### config.mk
export PLATFORM = sky130hd
export DESIGN_NAME = usb_endpoint_mode_responder
export DESIGN_NICKNAME = d
export VERILOG_FILES = /design/src/hw/usb_mode_pkg.sv /design/src/hw/usb_endpoint_mode_responder.sv
export SDC_FILE = /design/constraint.sdc
export NUM_CORES = 1
export LEC_CHECK = 0
export BUFFER_PORTS_ARGS = -buffer_cell sky130_fd_sc_hd__buf_4
export CORE_ASPECT_RATIO = 1.5
export CORE_UTILIZATION = 57
export CTS_BUF_LIST = sky130_fd_sc_hd__clkbuf_2 sky130_fd_sc_hd__clkbuf_4 sky130_fd_sc_hd__clkbuf_8
export DETAILED_ROUTE_END_ITERATION = 6
export PLACE_DENSITY_LB_ADDON = 0.2
export SLEW_MARGIN = 20
export SYNTH_ARGS = -nofsm -noshare
export SYNTH_HDL_FRONTEND = slang
export SYNTH_SLANG_ARGS = --single-unit
### constraint.sdc
create_clock -name pclk -period 4.25 [get_ports pclk]
set_clock_uncertainty 0.1 [all_clocks]
set_input_delay 0.6375 -clock pclk [delete_from_list [all_inputs] [get_ports pclk]]
set_output_delay 0.6375 -clock pclk [all_outputs]
set_load 0.02 [all_outputs]
### src/hw/usb_mode_pkg.sv
package usb_mode_pkg;
    // Register byte offsets
    localparam logic [7:0] OFS_MODE0 = 8'h00;
    localparam logic [7:0] OFS_CNT0  = 8'h04;
    localparam logic [7:0] OFS_MODE1 = 8'h08;
    localparam logic [7:0] OFS_CNT1  = 8'h0C;
    localparam logic [7:0] OFS_STAT  = 8'h10;
    // Field positions
    localparam int STALL_BIT = 7;
    localparam int ST_SETUP  = 0;
    localparam int ST_IN     = 1;
    localparam int ST_OUT    = 2;
    localparam int ST_LOCK0  = 4;
    localparam int ST_LOCK1  = 5;
    // Mode encodings
    localparam logic [3:0] M_DISABLE = 4'h0;
    localparam logic [3:0] M_NAK_IO  = 4'h1;
    localparam logic [3:0] M_ST_OUT  = 4'h2;
    localparam logic [3:0] M_STL_IO  = 4'h3;
    localparam logic [3:0] M_IGN_IO  = 4'h4;
    localparam logic [3:0] M_RSV_OUT = 4'h5;
    localparam logic [3:0] M_ST_IN   = 4'h6;
    localparam logic [3:0] M_RSV_IN  = 4'h7;
    localparam logic [3:0] M_NAK_OUT = 4'h8;
    localparam logic [3:0] M_ACK_OUT = 4'h9;
    localparam logic [3:0] M_NO_SIN  = 4'hA;
    localparam logic [3:0] M_AO_NI   = 4'hB;
    localparam logic [3:0] M_NAK_IN  = 4'hC;
    localparam logic [3:0] M_ACK_IN  = 4'hD;
    localparam logic [3:0] M_NI_SO   = 4'hE;
    localparam logic [3:0] M_AI_SO   = 4'hF;
    localparam logic [3:0] MODE_RST  = M_DISABLE;

    typedef enum logic [1:0] {PID_SETUP, PID_IN, PID_OUT} tok_pid_t;
    typedef enum logic [2:0] {A_IGN, A_ACC, A_NAK, A_STL, A_CHK, A_ZERO, A_CNT, A_ALW} act_t;
    typedef enum logic [1:0] {RSP_ACK, RSP_NAK, RSP_STALL, RSP_DATA} resp_kind_t;
    typedef enum logic [1:0] {S_IDLE, S_DATA, S_HACK} fsm_t;

    // Action for one token type in one mode
    function automatic act_t decode(input logic [3:0] m, input tok_pid_t p, input logic stl);
        act_t s;
        act_t i;
        act_t o;
        s = A_ACC;
        i = A_IGN;
        o = A_IGN;
        case (m)
            M_DISABLE: s = A_IGN;
            M_NAK_IO:  begin i = A_NAK; o = A_NAK; end
            M_ST_OUT:  begin i = A_STL; o = A_CHK; end
            M_STL_IO:  begin i = A_STL; o = A_STL; end
            M_IGN_IO:  ;
            M_RSV_OUT: begin s = A_IGN; o = A_ALW; end
            M_ST_IN:   begin i = A_ZERO; o = A_STL; end
            M_RSV_IN:  begin s = A_IGN; i = A_CNT; end
            M_NAK_OUT: begin s = A_IGN; o = A_NAK; end
            M_ACK_OUT: begin s = A_IGN; o = stl ? A_STL : A_ACC; end
            M_NO_SIN:  begin i = A_ZERO; o = A_NAK; end
            M_AO_NI:   begin i = A_NAK; o = A_ACC; end
            M_NAK_IN:  begin s = A_IGN; i = A_NAK; end
            M_ACK_IN:  begin s = A_IGN; i = stl ? A_STL : A_CNT; end
            M_NI_SO:   begin i = A_NAK; o = A_CHK; end
            default:   begin i = A_CNT; o = A_CHK; end
        endcase
        case (p)
            PID_SETUP: return s;
            PID_IN:    return i;
            default:   return o;
        endcase
    endfunction : decode
endpackage : usb_mode_pkg

### src/hw/usb_endpoint_mode_responder.sv
`timescale 1ns/1ps
// Functional notes
// A 4-bit mode field per endpoint selects the answer to every token.
// Mode 0000 gives no answer at all to SETUP, IN or OUT.
// Mode 0001 accepts SETUP and NAKs both IN and OUT.
// Modes 0010/0011/0100/0110 accept SETUP; IN and OUT per their table row.
// 0101 always answers OUT only; 0111 sends counted data on IN only.
// 1000 NAKs OUT, 1001 ACKs OUT, 1100 NAKs IN; SETUP ignored.
// Modes 1010/1011/1110/1111 accept SETUP; IN and OUT per their table row.
// 1101 sends counted data on IN; stall bit 7 stalls 1101 IN, 1001 OUT.
// Status check ACKs only a zero-length DATA1 packet, else STALL or silence.
// Counted data sends the endpoint count register's 4-bit byte count.
// Zero-length reply answers IN with a packet carrying no bytes.
// Ignored tokens get no handshake; SETUP is ACKed only when valid.
// ACKed valid SETUP rewrites the mode to 0001 unless it was 0000.
// ACKed OUT turns 1011 into 0001 and 1001 into 1000.
// ACKed IN turns 1101 into 1100.
// 1111 becomes 1110 after ACKed IN or ACKed status OUT.
// Firmware writes a fresh mode after each automatic change.
// Modes reset to 0000 and the engine never enables an endpoint itself.
// Firmware enables endpoint modes after the host configures the device.
// Control endpoint keeps three flags for SETUP, IN and OUT seen.
// Firmware keeps the non-control endpoint out of SETUP-accepting modes.
// An ACKed transaction locks mode and count writes until a CPU read of that endpoint's mode or count register.
// IN and OUT flags update at transaction end, SETUP at data start.
// Endpoint event on completed transaction or bad-CRC OUT or SETUP.
// The mode at token arrival applies; engine rewrites act on the next token.
// Mode rewrites happen only on a completed ACK, never on NAK or STALL.
module usb_endpoint_mode_responder
    import usb_mode_pkg::*;
#(
    parameter int CNT_W = 4
) (
    // Clock and reset
    input  wire logic             pclk,
    input  wire logic             presetn,
    // APB slave
    input  wire logic             psel,
    input  wire logic             penable,
    input  wire logic             pwrite,
    input  wire logic [31:0]      paddr,
    input  wire logic [31:0]      pwdata,
    output logic [31:0]           prdata,
    output logic                  pready,
    output logic                  pslverr,
    // Token and packet events from the serial engine
    input  wire logic             tok_valid,
    input  wire tok_pid_t         tok_pid,
    input  wire logic             tok_ep,
    input  wire logic             data_start,
    input  wire logic             data_end,
    input  wire logic             data_crc_ok,
    input  wire logic             data_zero_len,
    input  wire logic             data_toggle,
    input  wire logic             host_ack,
    input  wire logic             xact_abort,
    // Response to the serial engine
    output logic                  resp_valid,
    output resp_kind_t            resp_kind,
    output logic [CNT_W-1:0]      resp_count,
    output logic [1:0]            ep_event
);

    initial begin
        if (CNT_W < 1 || CNT_W > 8) begin
            $error("CNT_W must be 1 to 8");
        end
    end

    typedef struct packed {
        fsm_t             fsm;
        logic             ep;
        tok_pid_t         pid;
        logic [3:0]       mode;
        logic             stl;
        logic [3:0]       mode0;
        logic [3:0]       mode1;
        logic             stall1;
        logic [CNT_W-1:0] cnt0;
        logic [CNT_W-1:0] cnt1;
        logic [2:0]       pidf;
        logic [1:0]       lock;
        logic             rv;
        resp_kind_t       rk;
        logic [CNT_W-1:0] rc;
        logic [1:0]       evt;
        logic             rdy;
        logic             err;
        logic [31:0]      rdata;
    } st_t;

    st_t s_q;
    st_t s_d;

    // Mode and count that a token arriving now would see
    logic [3:0]       cur_mode;
    logic [CNT_W-1:0] cur_cnt;
    logic             cur_stl;
    act_t             tok_act;
    act_t             lat_act;
    assign cur_mode = tok_ep ? s_q.mode1 : s_q.mode0;
    assign cur_cnt  = tok_ep ? s_q.cnt1 : s_q.cnt0;
    assign cur_stl  = tok_ep & s_q.stall1;
    assign tok_act  = decode(cur_mode, tok_pid, cur_stl);
    assign lat_act  = decode(s_q.mode, s_q.pid, s_q.stl);

    // Next state: bus side first, engine last so hardware sets win
    always_comb begin
        logic       acc;
        logic       rw;
        logic       ack;
        logic       fin;
        logic [3:0] newm;
        logic [7:0] a;
        s_d  = s_q;
        acc  = psel & penable & s_q.rdy;
        rw   = 1'b0;
        ack  = 1'b0;
        fin  = 1'b0;
        newm = s_q.mode;
        a    = paddr[7:0];
        s_d.rv  = 1'b0;
        s_d.evt = 2'b00;
        s_d.rdy = 1'b0;
        s_d.err = 1'b0;
        // Setup phase: decode and prepare read data
        if (psel && !penable) begin
            s_d.rdy   = 1'b1;
            s_d.rdata = 32'h0000_0000;
            s_d.err   = |paddr[31:8];
            case (a)
                OFS_MODE0: s_d.rdata[3:0] = s_q.mode0;
                OFS_CNT0:  s_d.rdata[CNT_W-1:0] = s_q.cnt0;
                OFS_MODE1: s_d.rdata[7:0] = {s_q.stall1, 3'h0, s_q.mode1};
                OFS_CNT1:  s_d.rdata[CNT_W-1:0] = s_q.cnt1;
                OFS_STAT: begin
                    s_d.rdata[ST_OUT:ST_SETUP] = s_q.pidf;
                    s_d.rdata[ST_LOCK0]        = s_q.lock[0];
                    s_d.rdata[ST_LOCK1]        = s_q.lock[1];
                end
                default:   s_d.err = 1'b1;
            endcase
        end
        // Access phase: writes and unlocking reads
        if (acc && !s_q.err) begin
            if (!pwrite) begin
                if (a == OFS_MODE0 || a == OFS_CNT0) s_d.lock[0] = 1'b0;
                if (a == OFS_MODE1 || a == OFS_CNT1) s_d.lock[1] = 1'b0;
            end else begin
                case (a)
                    OFS_MODE0: if (!s_q.lock[0]) s_d.mode0 = pwdata[3:0];
                    OFS_CNT0:  if (!s_q.lock[0]) s_d.cnt0 = pwdata[CNT_W-1:0];
                    OFS_MODE1: begin
                        if (!s_q.lock[1]) begin
                            s_d.mode1  = pwdata[3:0];
                            s_d.stall1 = pwdata[STALL_BIT];
                        end
                    end
                    OFS_CNT1:  if (!s_q.lock[1]) s_d.cnt1 = pwdata[CNT_W-1:0];
                    OFS_STAT:  s_d.pidf = s_q.pidf & ~pwdata[ST_OUT:ST_SETUP];
                    default:   ;
                endcase
            end
        end
        // Transaction engine
        case (s_q.fsm)
            S_IDLE: begin
                if (tok_valid) begin
                    // Latch the mode seen at token time
                    s_d.ep   = tok_ep;
                    s_d.pid  = tok_pid;
                    s_d.mode = cur_mode;
                    s_d.stl  = cur_stl;
                    if (tok_pid == PID_IN) begin
                        case (tok_act)
                            A_NAK, A_STL: begin
                                s_d.rv = 1'b1;
                                s_d.rk = (tok_act == A_NAK) ? RSP_NAK : RSP_STALL;
                                fin    = 1'b1;
                            end
                            A_ZERO: begin
                                s_d.rv  = 1'b1;
                                s_d.rk  = RSP_DATA;
                                s_d.rc  = '0;
                                s_d.fsm = S_HACK;
                            end
                            A_CNT: begin
                                s_d.rv  = 1'b1;
                                s_d.rk  = RSP_DATA;
                                s_d.rc  = cur_cnt;
                                s_d.fsm = S_HACK;
                            end
                            default: ;
                        endcase
                    end else if (tok_act != A_IGN) begin
                        s_d.fsm = S_DATA;
                    end
                end
            end
            S_DATA: begin
                // SETUP flag moves as soon as the data packet begins
                if (data_start && s_q.pid == PID_SETUP && !s_q.ep) begin
                    s_d.pidf[ST_SETUP] = 1'b1;
                end
                if (xact_abort) begin
                    s_d.fsm = S_IDLE;
                end else if (data_end) begin
                    s_d.fsm = S_IDLE;
                    case (lat_act)
                        A_ACC: ack = data_crc_ok;
                        A_ALW: ack = 1'b1;
                        A_NAK, A_STL: begin
                            if (data_crc_ok) begin
                                s_d.rv = 1'b1;
                                s_d.rk = (lat_act == A_NAK) ? RSP_NAK : RSP_STALL;
                                fin    = 1'b1;
                            end
                        end
                        A_CHK: begin
                            // Bad CRC stays silent, bad shape is stalled
                            if (data_crc_ok && data_zero_len && data_toggle) begin
                                ack = 1'b1;
                            end else if (data_crc_ok) begin
                                s_d.rv = 1'b1;
                                s_d.rk = RSP_STALL;
                                fin    = 1'b1;
                            end
                        end
                        default: ;
                    endcase
                    if (!data_crc_ok && lat_act != A_ALW) begin
                        s_d.evt[s_q.ep] = 1'b1;
                    end
                    if (ack) begin
                        s_d.rv = 1'b1;
                        s_d.rk = RSP_ACK;
                        fin    = 1'b1;
                        rw     = 1'b1;
                        if (s_q.pid == PID_SETUP) begin
                            newm = (s_q.mode != M_DISABLE) ? M_NAK_IO : s_q.mode;
                        end else begin
                            case (s_q.mode)
                                M_AO_NI:   newm = M_NAK_IO;
                                M_ACK_OUT: newm = M_NAK_OUT;
                                M_AI_SO:   newm = M_NI_SO;
                                default:   rw = 1'b0;
                            endcase
                        end
                    end
                end
            end
            S_HACK: begin
                if (xact_abort) begin
                    s_d.fsm = S_IDLE;
                end else if (host_ack) begin
                    s_d.fsm = S_IDLE;
                    fin     = 1'b1;
                    ack     = 1'b1;
                    rw      = 1'b1;
                    case (s_q.mode)
                        M_ACK_IN: newm = M_NAK_IN;
                        M_AI_SO:  newm = M_NI_SO;
                        default:  rw = 1'b0;
                    endcase
                end
            end
            default: s_d.fsm = S_IDLE;
        endcase
        // Completion effects: flags, event, lock and rewrite
        if (fin) begin
            s_d.evt[s_d.ep] = 1'b1;
            if (!s_d.ep && s_d.pid == PID_IN) s_d.pidf[ST_IN] = 1'b1;
            if (!s_d.ep && s_d.pid == PID_OUT) s_d.pidf[ST_OUT] = 1'b1;
        end
        if (ack) begin
            s_d.lock[s_q.ep] = 1'b1;
        end
        // Rewrites only on ACK; a NAK or STALL leaves the field alone
        if (rw) begin
            if (s_q.ep) s_d.mode1 = newm;
            else s_d.mode0 = newm;
        end
    end

    // Single state register; reset puts every endpoint in disabled mode
    always_ff @(posedge pclk or negedge presetn) begin
        if (!presetn) begin
            s_q       <= '0;
            s_q.fsm   <= S_IDLE;
            s_q.mode0 <= MODE_RST;
            s_q.mode1 <= MODE_RST;
        end else begin
            s_q <= s_d;
        end
    end

    assign prdata     = s_q.rdata;
    assign pready     = s_q.rdy;
    assign pslverr    = s_q.err;
    assign resp_valid = s_q.rv;
    assign resp_kind  = s_q.rk;
    assign resp_count = s_q.rc;
    assign ep_event   = s_q.evt;
endmodule : usb_endpoint_mode_responder

==> metrics.yaml, run 1 <==
power:
  p_seq_frac: 0.413
  ir_drop_mv: 0.221
  combPwrFrac: 0.304
  p_total_mw: 1.40
  p_int_mw: 0.925
  switching_power_mw: 0.479
  clkPwrFrac: 0.283
  p_per_area_nw_per_um2: 326
  switching_share: 0.341
  leakage_nw: 1.99
routing:
  drc: 0
  dr.pass1.iters: 4
  routedWlPerCell_microns: 17.0
  viasPerCell: 5.92
  num_vias: 3217
  wl_microns: 9220
  ant_nets: 0
  drt-initial-drc-count: 133
floorplanning:
  dieWidth_microns: 69.1
  placementRows: 36
  die_y_microns: 103
  initial_core_util: 0.590
  io_pins: 123
  core_sq_um: 6530
  die-area_sq_um: 7100
setup_path:
  path_buf_inv: 0
  end_kind: "flop"
  cp_max_fo: 20
  crit_path_start_kind: "flop"
  critPathMaxStageDelay_ns: 0.73
  cp.required_ns: 4.34
  path_cells: "nor2b_1 > nand4_1 > a211o_1 > nand3_2 > mux2_2 > a21oi_4 > o22ai_1 > a32o_1"
  critPathTopFamily: "compound AO/OA/AOI/OAI gates"
  worst-setup-path-type: "flop to flop"
  arrival_ns: 3.03
  crit_slowest_cell: "dfrtp_1"
  ff2ff_setup_slack_ns: 1.31
placed_design:
  place_ws_ns: 1.16
  dpl.hpwl_microns: 7210
  place_congestion: 0.942
  portBuffers: 70
timing:
  rsz0062_at_grt: "false"
  finalSetupTns_ns: 0
  setup_slack_ns: 1.31
  final_hold_viol_count: 0
  tightest_slew_ns: 0.811
  max_freq_mhz: 341
  min_period_ns: 2.94
  relSlewSlack: 0.454
  finalMaxSlewViolations: 0
  holdWs_ns: 0.243
  finalSetupViolCount: 0
  post-route-period-util: 0.691
final_layout:
  num-fill-cells: 579
  area_delta_synth_final_pct: 11.8
  diodes: 0
  drive_above_1_share: 0.263
  utilization: 0.660
  fin_nets: 550
synth:
  synthMuxAreaShare: 0.146
  synth_edf_count: 0
  synth_compound_area_frac: 0.191
  syn_area_sq_um: 3850
  synth_flop_cell: "dfrtp_1"
  syn_area_per_cell_sq_um: 9.15
  syn_inst: 421
  synth-adder-area-share: 0.0130
  synth_top_family_by_area: "simple AND/OR/NAND/NOR gates"
  synth.distinct_cells: 77
  synthXorXnorAreaFrac: 0.00455
  ys_warn_count: 0
  synth-simple-area-share: 0.202
  async_reset_ff_frac: 1.00
  synth-seq-cells: 50
  yosysSeqAreaShare: 0.325
hold_path:
  hp-class: "input port to asynchronous set/reset pin"
global_routing:
  grt_max_degree: 51
  grtUsageTotal: 0.261
  grt_overflow: 0
  grt_pass1_wl_microns: 14800
  grt_pass1_vias: 3076
  antenna_found_initial: 0
cts:
  tritoncts: "done"
  clock_path_buffers: 2
  root_buffer: "clkbuf_8"
  clkLatencyLatePin_ns: 0.31
  cts.htree.levels: 2
  numCtsBuffers: 5
  cts_resized: 0
  post-cts-setup-buffers: 0
  holdBufCountCts: 0
  path_clk_slew_ns: 0.10
  clock-sinks: 50
flow_run:
  maxCapViolations: 0
outcome:
  status: "completed"
## per-stage QoR
stage | instance area, sq um | instances
final | 4310 | 543
after global routing | 4310 | 543
after CTS | 4310 | 543
after detailed placement | 4170 | 535
after global placement | 4170 | 535
after floorplan | 3940 | 445
## synth_stat cells (2+ instances only)
cell,instances,area (sq um)
nand2b_1,8,50.1
mux2_4,2,30.0
mux2_2,19,214
nand4_1,3,18.8
mux2i_1,26,260
dfrtp_1,50,1250
a22oi_1,6,45.0
o31ai_1,4,30.0
nand3_1,10,50.1
buf_6,2,22.5
o22ai_1,2,12.5
a31oi_1,3,18.8
and3_1,3,18.8
o21ai_0,24,120
o21a_1,5,37.5
buf_2,6,30.0
inv_1,11,41.3
a21oi_1,15,75.1
o41ai_2,2,32.5
nor2_1,24,90.1
or2_2,2,12.5
clkbuf_1,7,26.3
o21ai_2,2,17.5
buf_4,42,315
nor3_1,7,35.0
o221ai_1,3,26.3
a21boi_0,2,15.0
a211o_1,2,17.5
nor2b_1,11,68.8
a211oi_1,3,22.5
nand2_1,46,173
nor4_1,9,56.3
nand3b_1,2,15.0
xnor2_1,2,17.5
ha_1,4,50.1
a21o_1,2,15.0
mux2_1,2,22.5
nand3_2,3,30.0
o211ai_1,6,45.0
a32o_1,2,20.0
## layer usage
metal | track usage | vias to the layer above | share of wire
li1 | - | 1554 | -
met1 | 0.288 | 1554 | 0.39
met2 | 0.499 | 87 | 0.54
met3 | 0.0313 | 22 | 0.032
met4 | 0.119 | 0 | 0.036
met5 | 0 | - | 0
## final timing paths
| kind | startpoint | endpoint | depth (start not counted) |
|---|---|---|---|
| worst max-delay path | s_q[66] | s_q[44] | 8 |
| worst min-delay path | presetn | s_q[48] | 1 |
| worst max register to register | s_q[66] | s_q[44] | 8 |
| worst min register to register | prdata[5] | prdata[5] | 2 |
| max in group asynchronous | presetn | s_q[46] | 1 |
| min in group pclk | prdata[5] | prdata[5] | 2 |
## power groups by stage
stage               Sequential [mW]  Combinational [mW]  Clock [mW]
finish                        0.580               0.426       0.398
global route                  0.584               0.465       0.422
CTS                           0.578               0.424       0.404
detailed placement            0.587               0.424           0
global placement              0.586               0.412           0
floorplan                     0.558               0.333           0
## state kept, by name, summed over array words and instances, names as in the netlist
| register | cells |
|---|---|
| s_q | 32 |
| prdata | 7 |
| resp_count | 4 |
| ep_event | 2 |
| resp_kind | 2 |
| pready | 1 |
| pslverr | 1 |
| resp_valid | 1 |
## cell usage in the layout (no fill, tap or decap), types with 4 or more instances in the layout
master    netlist  final
nor2b_1        11     11
dfrtp_1        50     50
conb_1          1     25
o21a_1          5      5
mux2_2         19     19
nand2_1        46     46
buf_4          42     72
nand3_1        10     10
a22oi_1         6      6
mux2i_1        26     26
nor2_1         24     24
clkbuf_8        0      5
nor3_1          7      7
nand2b_1        8      8
o31ai_1         4      4
o21ai_0        24     24
inv_1          11     11
a21oi_1        15     15
o211ai_1        6      6
nor4_1          9      9
ha_1            4      4
## area by class of cell
type                            instances  area, sq um  share of cell area
Clock inverter                          3         68.8              0.0160
Tap cell                               76         95.1              0.0221
Sequential cell                        50         1250               0.290
Timing Repair Buffer                   72          541               0.125
Multi-Input combinational cell        325         2240               0.520
Inverter                               12         45.0              0.0105
Clock buffer                            5         68.8              0.0160
## kinds of logic after synthesis
logic type               after synthesis
XOR/XNOR                               2
flip-flops                            50
AND/OR/NAND/NOR                      144
buffers and inverters                 70
multiplexers                          51
AO/OA/AOI/OAI                         99
adder cells (fa/ha/maj)                4
other                                  1
Power figures use the tool's default switching activity.
==> inputs of run 2 (changes only) <==
CORE_UTILIZATION = 53   (was 57)
clock period = 2.8 ns   (was 4.25 ns; I/O delays follow)
==> run 2 against run 1 <==
Sequential share of layout area shrank 0.39 points. Register-to-register slack got worse by 1.2 ns. Critical path depth decreased by 1. First-iteration DRC count rose by 47%. Sequential power rose by 47%. Core utilization is 2.9 points lower. Largest cell class unchanged. Final cell count increased by 3.1%. Maximum frequency is 11% higher.
==> metrics.yaml, run 2 (synthesis gave the netlist of run 1 again) <==
outcome:
  status: "completed"
timing:
  post-route-period-util: 0.947
  finalMaxSlewViolations: 0
  finalSetupTns_ns: 0
  max_freq_mhz: 377
  rsz0062_at_grt: "false"
  setup_slack_ns: 0.148
  final_hold_viol_count: 0
  min_period_ns: 2.65
  tightest_slew_ns: 0.620
  relSlewSlack: 0.587
  finalSetupViolCount: 0
routing:
  dr.pass1.iters: 4
  num_vias: 3210
  ant_nets: 0
  wl_microns: 9200
  viasPerCell: 5.73
  drt-initial-drc-count: 195
  drc: 0
  routedWlPerCell_microns: 16.4
placed_design:
  dpl.hpwl_microns: 7410
  place_congestion: 0.946
  postPlaceCellArea_sq_um: 4290
  place_ws_ns: 0.0559
  portBuffers: 70
setup_path:
  cp_max_fo: 13
  ff2ff_setup_slack_ns: 0.15
  crit_path_start_kind: "flop"
  arrival_ns: 2.74
  path_cells: "or4bb_1 > nand3_1 > a22oi_1 > o211a_1 > o31a_2 > o21ai_2 > mux2_1"
  crit_slowest_cell: "or4bb_1"
  critPathMaxStageDelay_ns: 0.55
  end_kind: "flop"
  reg2reg_depth: 7
  worst-setup-path-type: "flop to flop"
  cp.required_ns: 2.89
  r2r-end: "resp_kind[0]"
  r2r-start: "s_q[69]"
floorplanning:
  io_pins: 123
  dieWidth_microns: 71.6
  core_sq_um: 6940
  die_y_microns: 106
  initial_core_util: 0.555
  placementRows: 37
  die-area_sq_um: 7620
cts:
  clkLatencyLatePin_ns: 0.31
  root_buffer: "clkbuf_8"
  clock-sinks: 50
  tritoncts: "done"
  holdBufCountCts: 0
  cts.htree.levels: 2
  numCtsBuffers: 5
  clock_path_buffers: 2
  path_clk_slew_ns: 0.10
global_routing:
  grt_pass1_vias: 3116
  antenna_found_initial: 0
  grt_max_degree: 51
  grt_overflow: 0
  grt_pass1_wl_microns: 14800
  grtUsageTotal: 0.249
hold_path:
  hp-class: "input port to asynchronous set/reset pin"
final_layout:
  final_cell_mix: "buf_4 (87), dfrtp_1 (47), nand2_1 (46)"
  largest_register: "s_q"
  multi_input_comb_area_sq_um: 2240
  final_common_cell: "buf_4"
  area_delta_synth_final_pct: 13.6
  drive_above_1_share: 0.293
  diodes: 0
  largest_register_ffs: 32
  design_area_sq_um: 4380
  fin_nets: 565
  num-fill-cells: 617
  ff_latch_area_sq_um: 1250
power:
  p_per_area_nw_per_um2: 453
  leakage_nw: 2.04
  ir_drop_mv: 0.256
  p_total_mw: 1.99
flow_run:
  maxCapViolations: 0
-- run 2: cell types whose count changed in the layout (fill, tap and decap cells not counted) --
cell        change
buf_4          +15
dfrtp_1         -3
dfrtp_2         +3
bufinv_16       -2
clkinv_2        +1
clkinvlp_4      +1
-- run 2: metrics by stage --
step / util / std cells / hold WS [ns]
after floorplan: - / 445 / 0.0244
after global placement: 0.617 / 552 / 0.364
after detailed placement: 0.617 / 552 / 0.371
after CTS: 0.630 / 560 / 0.0416
after global routing: 0.631 / 560 / 0.0596
final: 0.631 / 560 / 0.0105
-- run 2: layout make-up --
class,instances,area share
multi-input cells,325,0.511
well taps,78,0.0223
inverters,12,0.0103
clock inverters,3,0.00486
repair buffers,87,0.149
flip-flops and latches,50,0.287
clock buffers,5,0.0157
-- run 2: worst max-delay path by stage --
stage | startpoint | end | slack [ns] | cells past startpoint
after global placement | s_q[66] | resp_kind[1] | 0.11 | 7
after CTS | s_q[66] | resp_kind[1] | 0.09 | 7
after detailed placement | tok_ep | ep_event[0] | 0.06 | 8
after global routing | s_q[66] | s_q[57] | 0.001 | 8
after floorplan | tok_ep | s_q[74] | 0.33 | 9
final | s_q[69] | resp_kind[0] | 0.15 | 7
-- run 2: what timing repair did --
item | 4_1_cts | 5_1_grt
endpoints found under the setup margin | 0 | 12
buffers inserted | 0 | 0
resized for setup | 0 | 3
-- run 2: routing by layer --
layer	up-vias	GRT usage	share of wire
li1	1592	-	-
met4	0	0.108	0.035
met3	18	0.0313	0.036
met1	1521	0.269	0.38
met5	-	0	0
met2	79	0.471	0.55
-- run 2: worst max-delay path: cells and delay by family (launching register included) --
family / cells / cell delay (ns)
compound gates: 4 / 0.89
simple gates: 2 / 0.68
flops: 1 / 0.53
mux: 1 / 0.34
-- run 2: power by group --
part | total (mW) | internal (mW) | switching (mW) | leakage [nW]
Sequential | 0.855 | 0.789 | 0.0670 | 0.673
Combinational | 0.700 | 0.282 | 0.418 | 1.32
Clock | 0.430 | 0.176 | 0.254 | 0.0441
Total | 1.99 | 1.25 | 0.739 | 2.04
==> inputs of run 3 (changes only) <==
BUFFER_PORTS_ARGS = -buffer_cell sky130_fd_sc_hd__buf_2   (was -buffer_cell sky130_fd_sc_hd__buf_4)
==> run 3 against run 2 <==
Worst setup slack got worse by 0.022 ns. First-iteration DRC count is 17% lower. Register-to-register slack worse by 0.02 ns. Core utilization decreased by 1.0 points. Sequential power about the same. Wire length grew 1.8%. Sequential cell count is the same. Combinational power is 2% lower. Critical path type unchanged. Largest cell class unchanged. Largest power group unchanged. Highest routed layer unchanged.
==> metrics.yaml, run 3 (synthesis gave the netlist of run 1 again) <==
timing:
  rsz0062_at_grt: "false"
  min_period_ns: 2.67
  max_freq_mhz: 374
  final_hold_viol_count: 0
  relSlewSlack: 0.617
  finalSetupTns_ns: 0
  post-route-period-util: 0.955
  tightest_slew_ns: 0.564
  finalMaxSlewViolations: 0
  finalSetupViolCount: 0
power:
  ir_drop_mv: 0.283
  p_per_area_nw_per_um2: 477
  leakage_nw: 2.06
floorplanning:
  initial_core_util: 0.555
  die_y_microns: 106
  die-area_sq_um: 7620
  core_sq_um: 6940
  dieWidth_microns: 71.6
  io_pins: 123
  placementRows: 37
routing:
  routedWlPerCell_microns: 16.4
  drt-initial-drc-count: 161
  ant_nets: 0
  num_vias: 3268
  dr.pass1.iters: 4
  drc: 0
  wl_microns: 9360
  viasPerCell: 5.73
setup_path:
  path_buf_inv: 1
  r2r-end: "resp_kind[1]"
  crit_path_start_kind: "flop"
  critPathTopFamily: "compound AO/OA/AOI/OAI gates"
  cp.required_ns: 2.89
  crit_slowest_cell: "dfrtp_2"
  worst-setup-path-type: "flop to flop"
  end_kind: "flop"
  path_cells: "buf_4 > nor2b_1 > o211ai_1 > a22oi_1 > o211a_1 > o31a_2 > o21ai_2 > mux2_1"
  critPathMaxStageDelay_ns: 0.52
  reg2reg_depth: 8
  r2r-start: "s_q[69]"
  cp_max_fo: 15
  arrival_ns: 2.77
  ff2ff_setup_slack_ns: 0.13
final_layout:
  fin_cells: 570
  fin_nets: 575
  area_delta_synth_final_pct: 11.8
  final_common_cell: "buf_2"
  largest_register_ffs: 32
  diodes: 0
  largest_register: "s_q"
  final_cell_mix: "buf_2 (70), nand2_1 (46), dfrtp_1 (46)"
  drive_above_1_share: 0.307
global_routing:
  grt_pass1_wl_microns: 15400
  grt_overflow: 0
  grtUsageTotal: 0.260
  grt_pass1_vias: 3255
  grt_max_degree: 40
  antenna_found_initial: 0
hold_path:
  hold_end: "s_q[56]"
  min_from: "pwdata[7]"
  hold_path_depth: 2
  hp-class: "input port to flop"
cts:
  cts.htree.levels: 2
  root_buffer: "clkbuf_8"
  clock_path_buffers: 2
  tritoncts: "done"
  clock-sinks: 50
  clkLatencyLatePin_ns: 0.31
  path_clk_slew_ns: 0.09
  numCtsBuffers: 5
placed_design:
  dp_cells: 554
  dpl.hpwl_microns: 7280
  portBuffers: 70
  place_congestion: 0.918
flow_run:
  maxCapViolations: 0
outcome:
  status: "completed"
## run 3: routing by layer
metal | GRT usage | routed length, microns
met5 | 0 | 0
met4 | 0.164 | 485
met3 | 0.0408 | 351
met2 | 0.456 | 4820
met1 | 0.287 | 3710
## run 3: final cells by class
type / count / area [sq um]
clock inverters: 1 / 30.0
flip-flops and latches: 50 / 1260
well taps: 78 / 97.6
repair buffers: 97 / 556
fillers: 619 / 2640
inverters: 12 / 45.0
multi-input cells: 325 / 2240
clock buffers: 7 / 83.8
## run 3: through the flow
stage / hold WS [ns] / util / setup WS (ns) / power, mW / instance area [sq um]
2_1_floorplan: 0.0244 / - / 0.330 / 1.35 / 3940
3_3_place_gp: 0.202 / 0.594 / 0.0103 / 1.53 / 4130
3_5_place_dp: 0.212 / 0.594 / -0.0657 / 1.54 / 4130
4_1_cts: 0.241 / 0.612 / 0.000363 / 2.06 / 4250
5_1_grt: 0.250 / 0.620 / 0.000772 / 2.16 / 4310
6_report: 0.242 / 0.620 / 0.125 / 2.06 / 4310
## run 3: how the worst max path moves through the flow
stage                               to  cells past startpoint  slack [ns]  startpoint
after detailed placement  resp_kind[0]                     10       -0.07      tok_ep
after global placement     ep_event[0]                      9        0.01      tok_ep
after global routing      resp_kind[0]                     10      0.0008      tok_ep
after CTS                 resp_kind[1]                      7      0.0004     s_q[66]
after floorplan                s_q[74]                      9        0.33      tok_ep
final                     resp_kind[1]                      8        0.13     s_q[69]
## run 3: repair_timing
item | 4_1_cts | 5_1_grt
setup buffers | 0 | 7
hold endpoints to repair | 11 | 0
setup endpoints to repair | 0 | 16
hold buffers | 1 | 0
gates resized for setup | 0 | 4
## run 3: power breakdown
group / internal, mW / leakage, nW / total [mW] / switching [mW]
registers: 0.788 / 0.671 / 0.853 / 0.0643
clock network: 0.287 / 0.0593 / 0.519 / 0.232
logic: 0.261 / 1.32 / 0.683 / 0.422
total: 1.34 / 2.06 / 2.06 / 0.719
## run 3: worst reg2reg max path, cell delays in order, from the launching register on
cell	delay, ns
dfrtp_2	0.52
buf_4	0.18
nor2b_1	0.12
o211ai_1	0.31
a22oi_1	0.22
o211a_1	0.18
o31a_2	0.39
o21ai_2	0.20
mux2_1	0.35
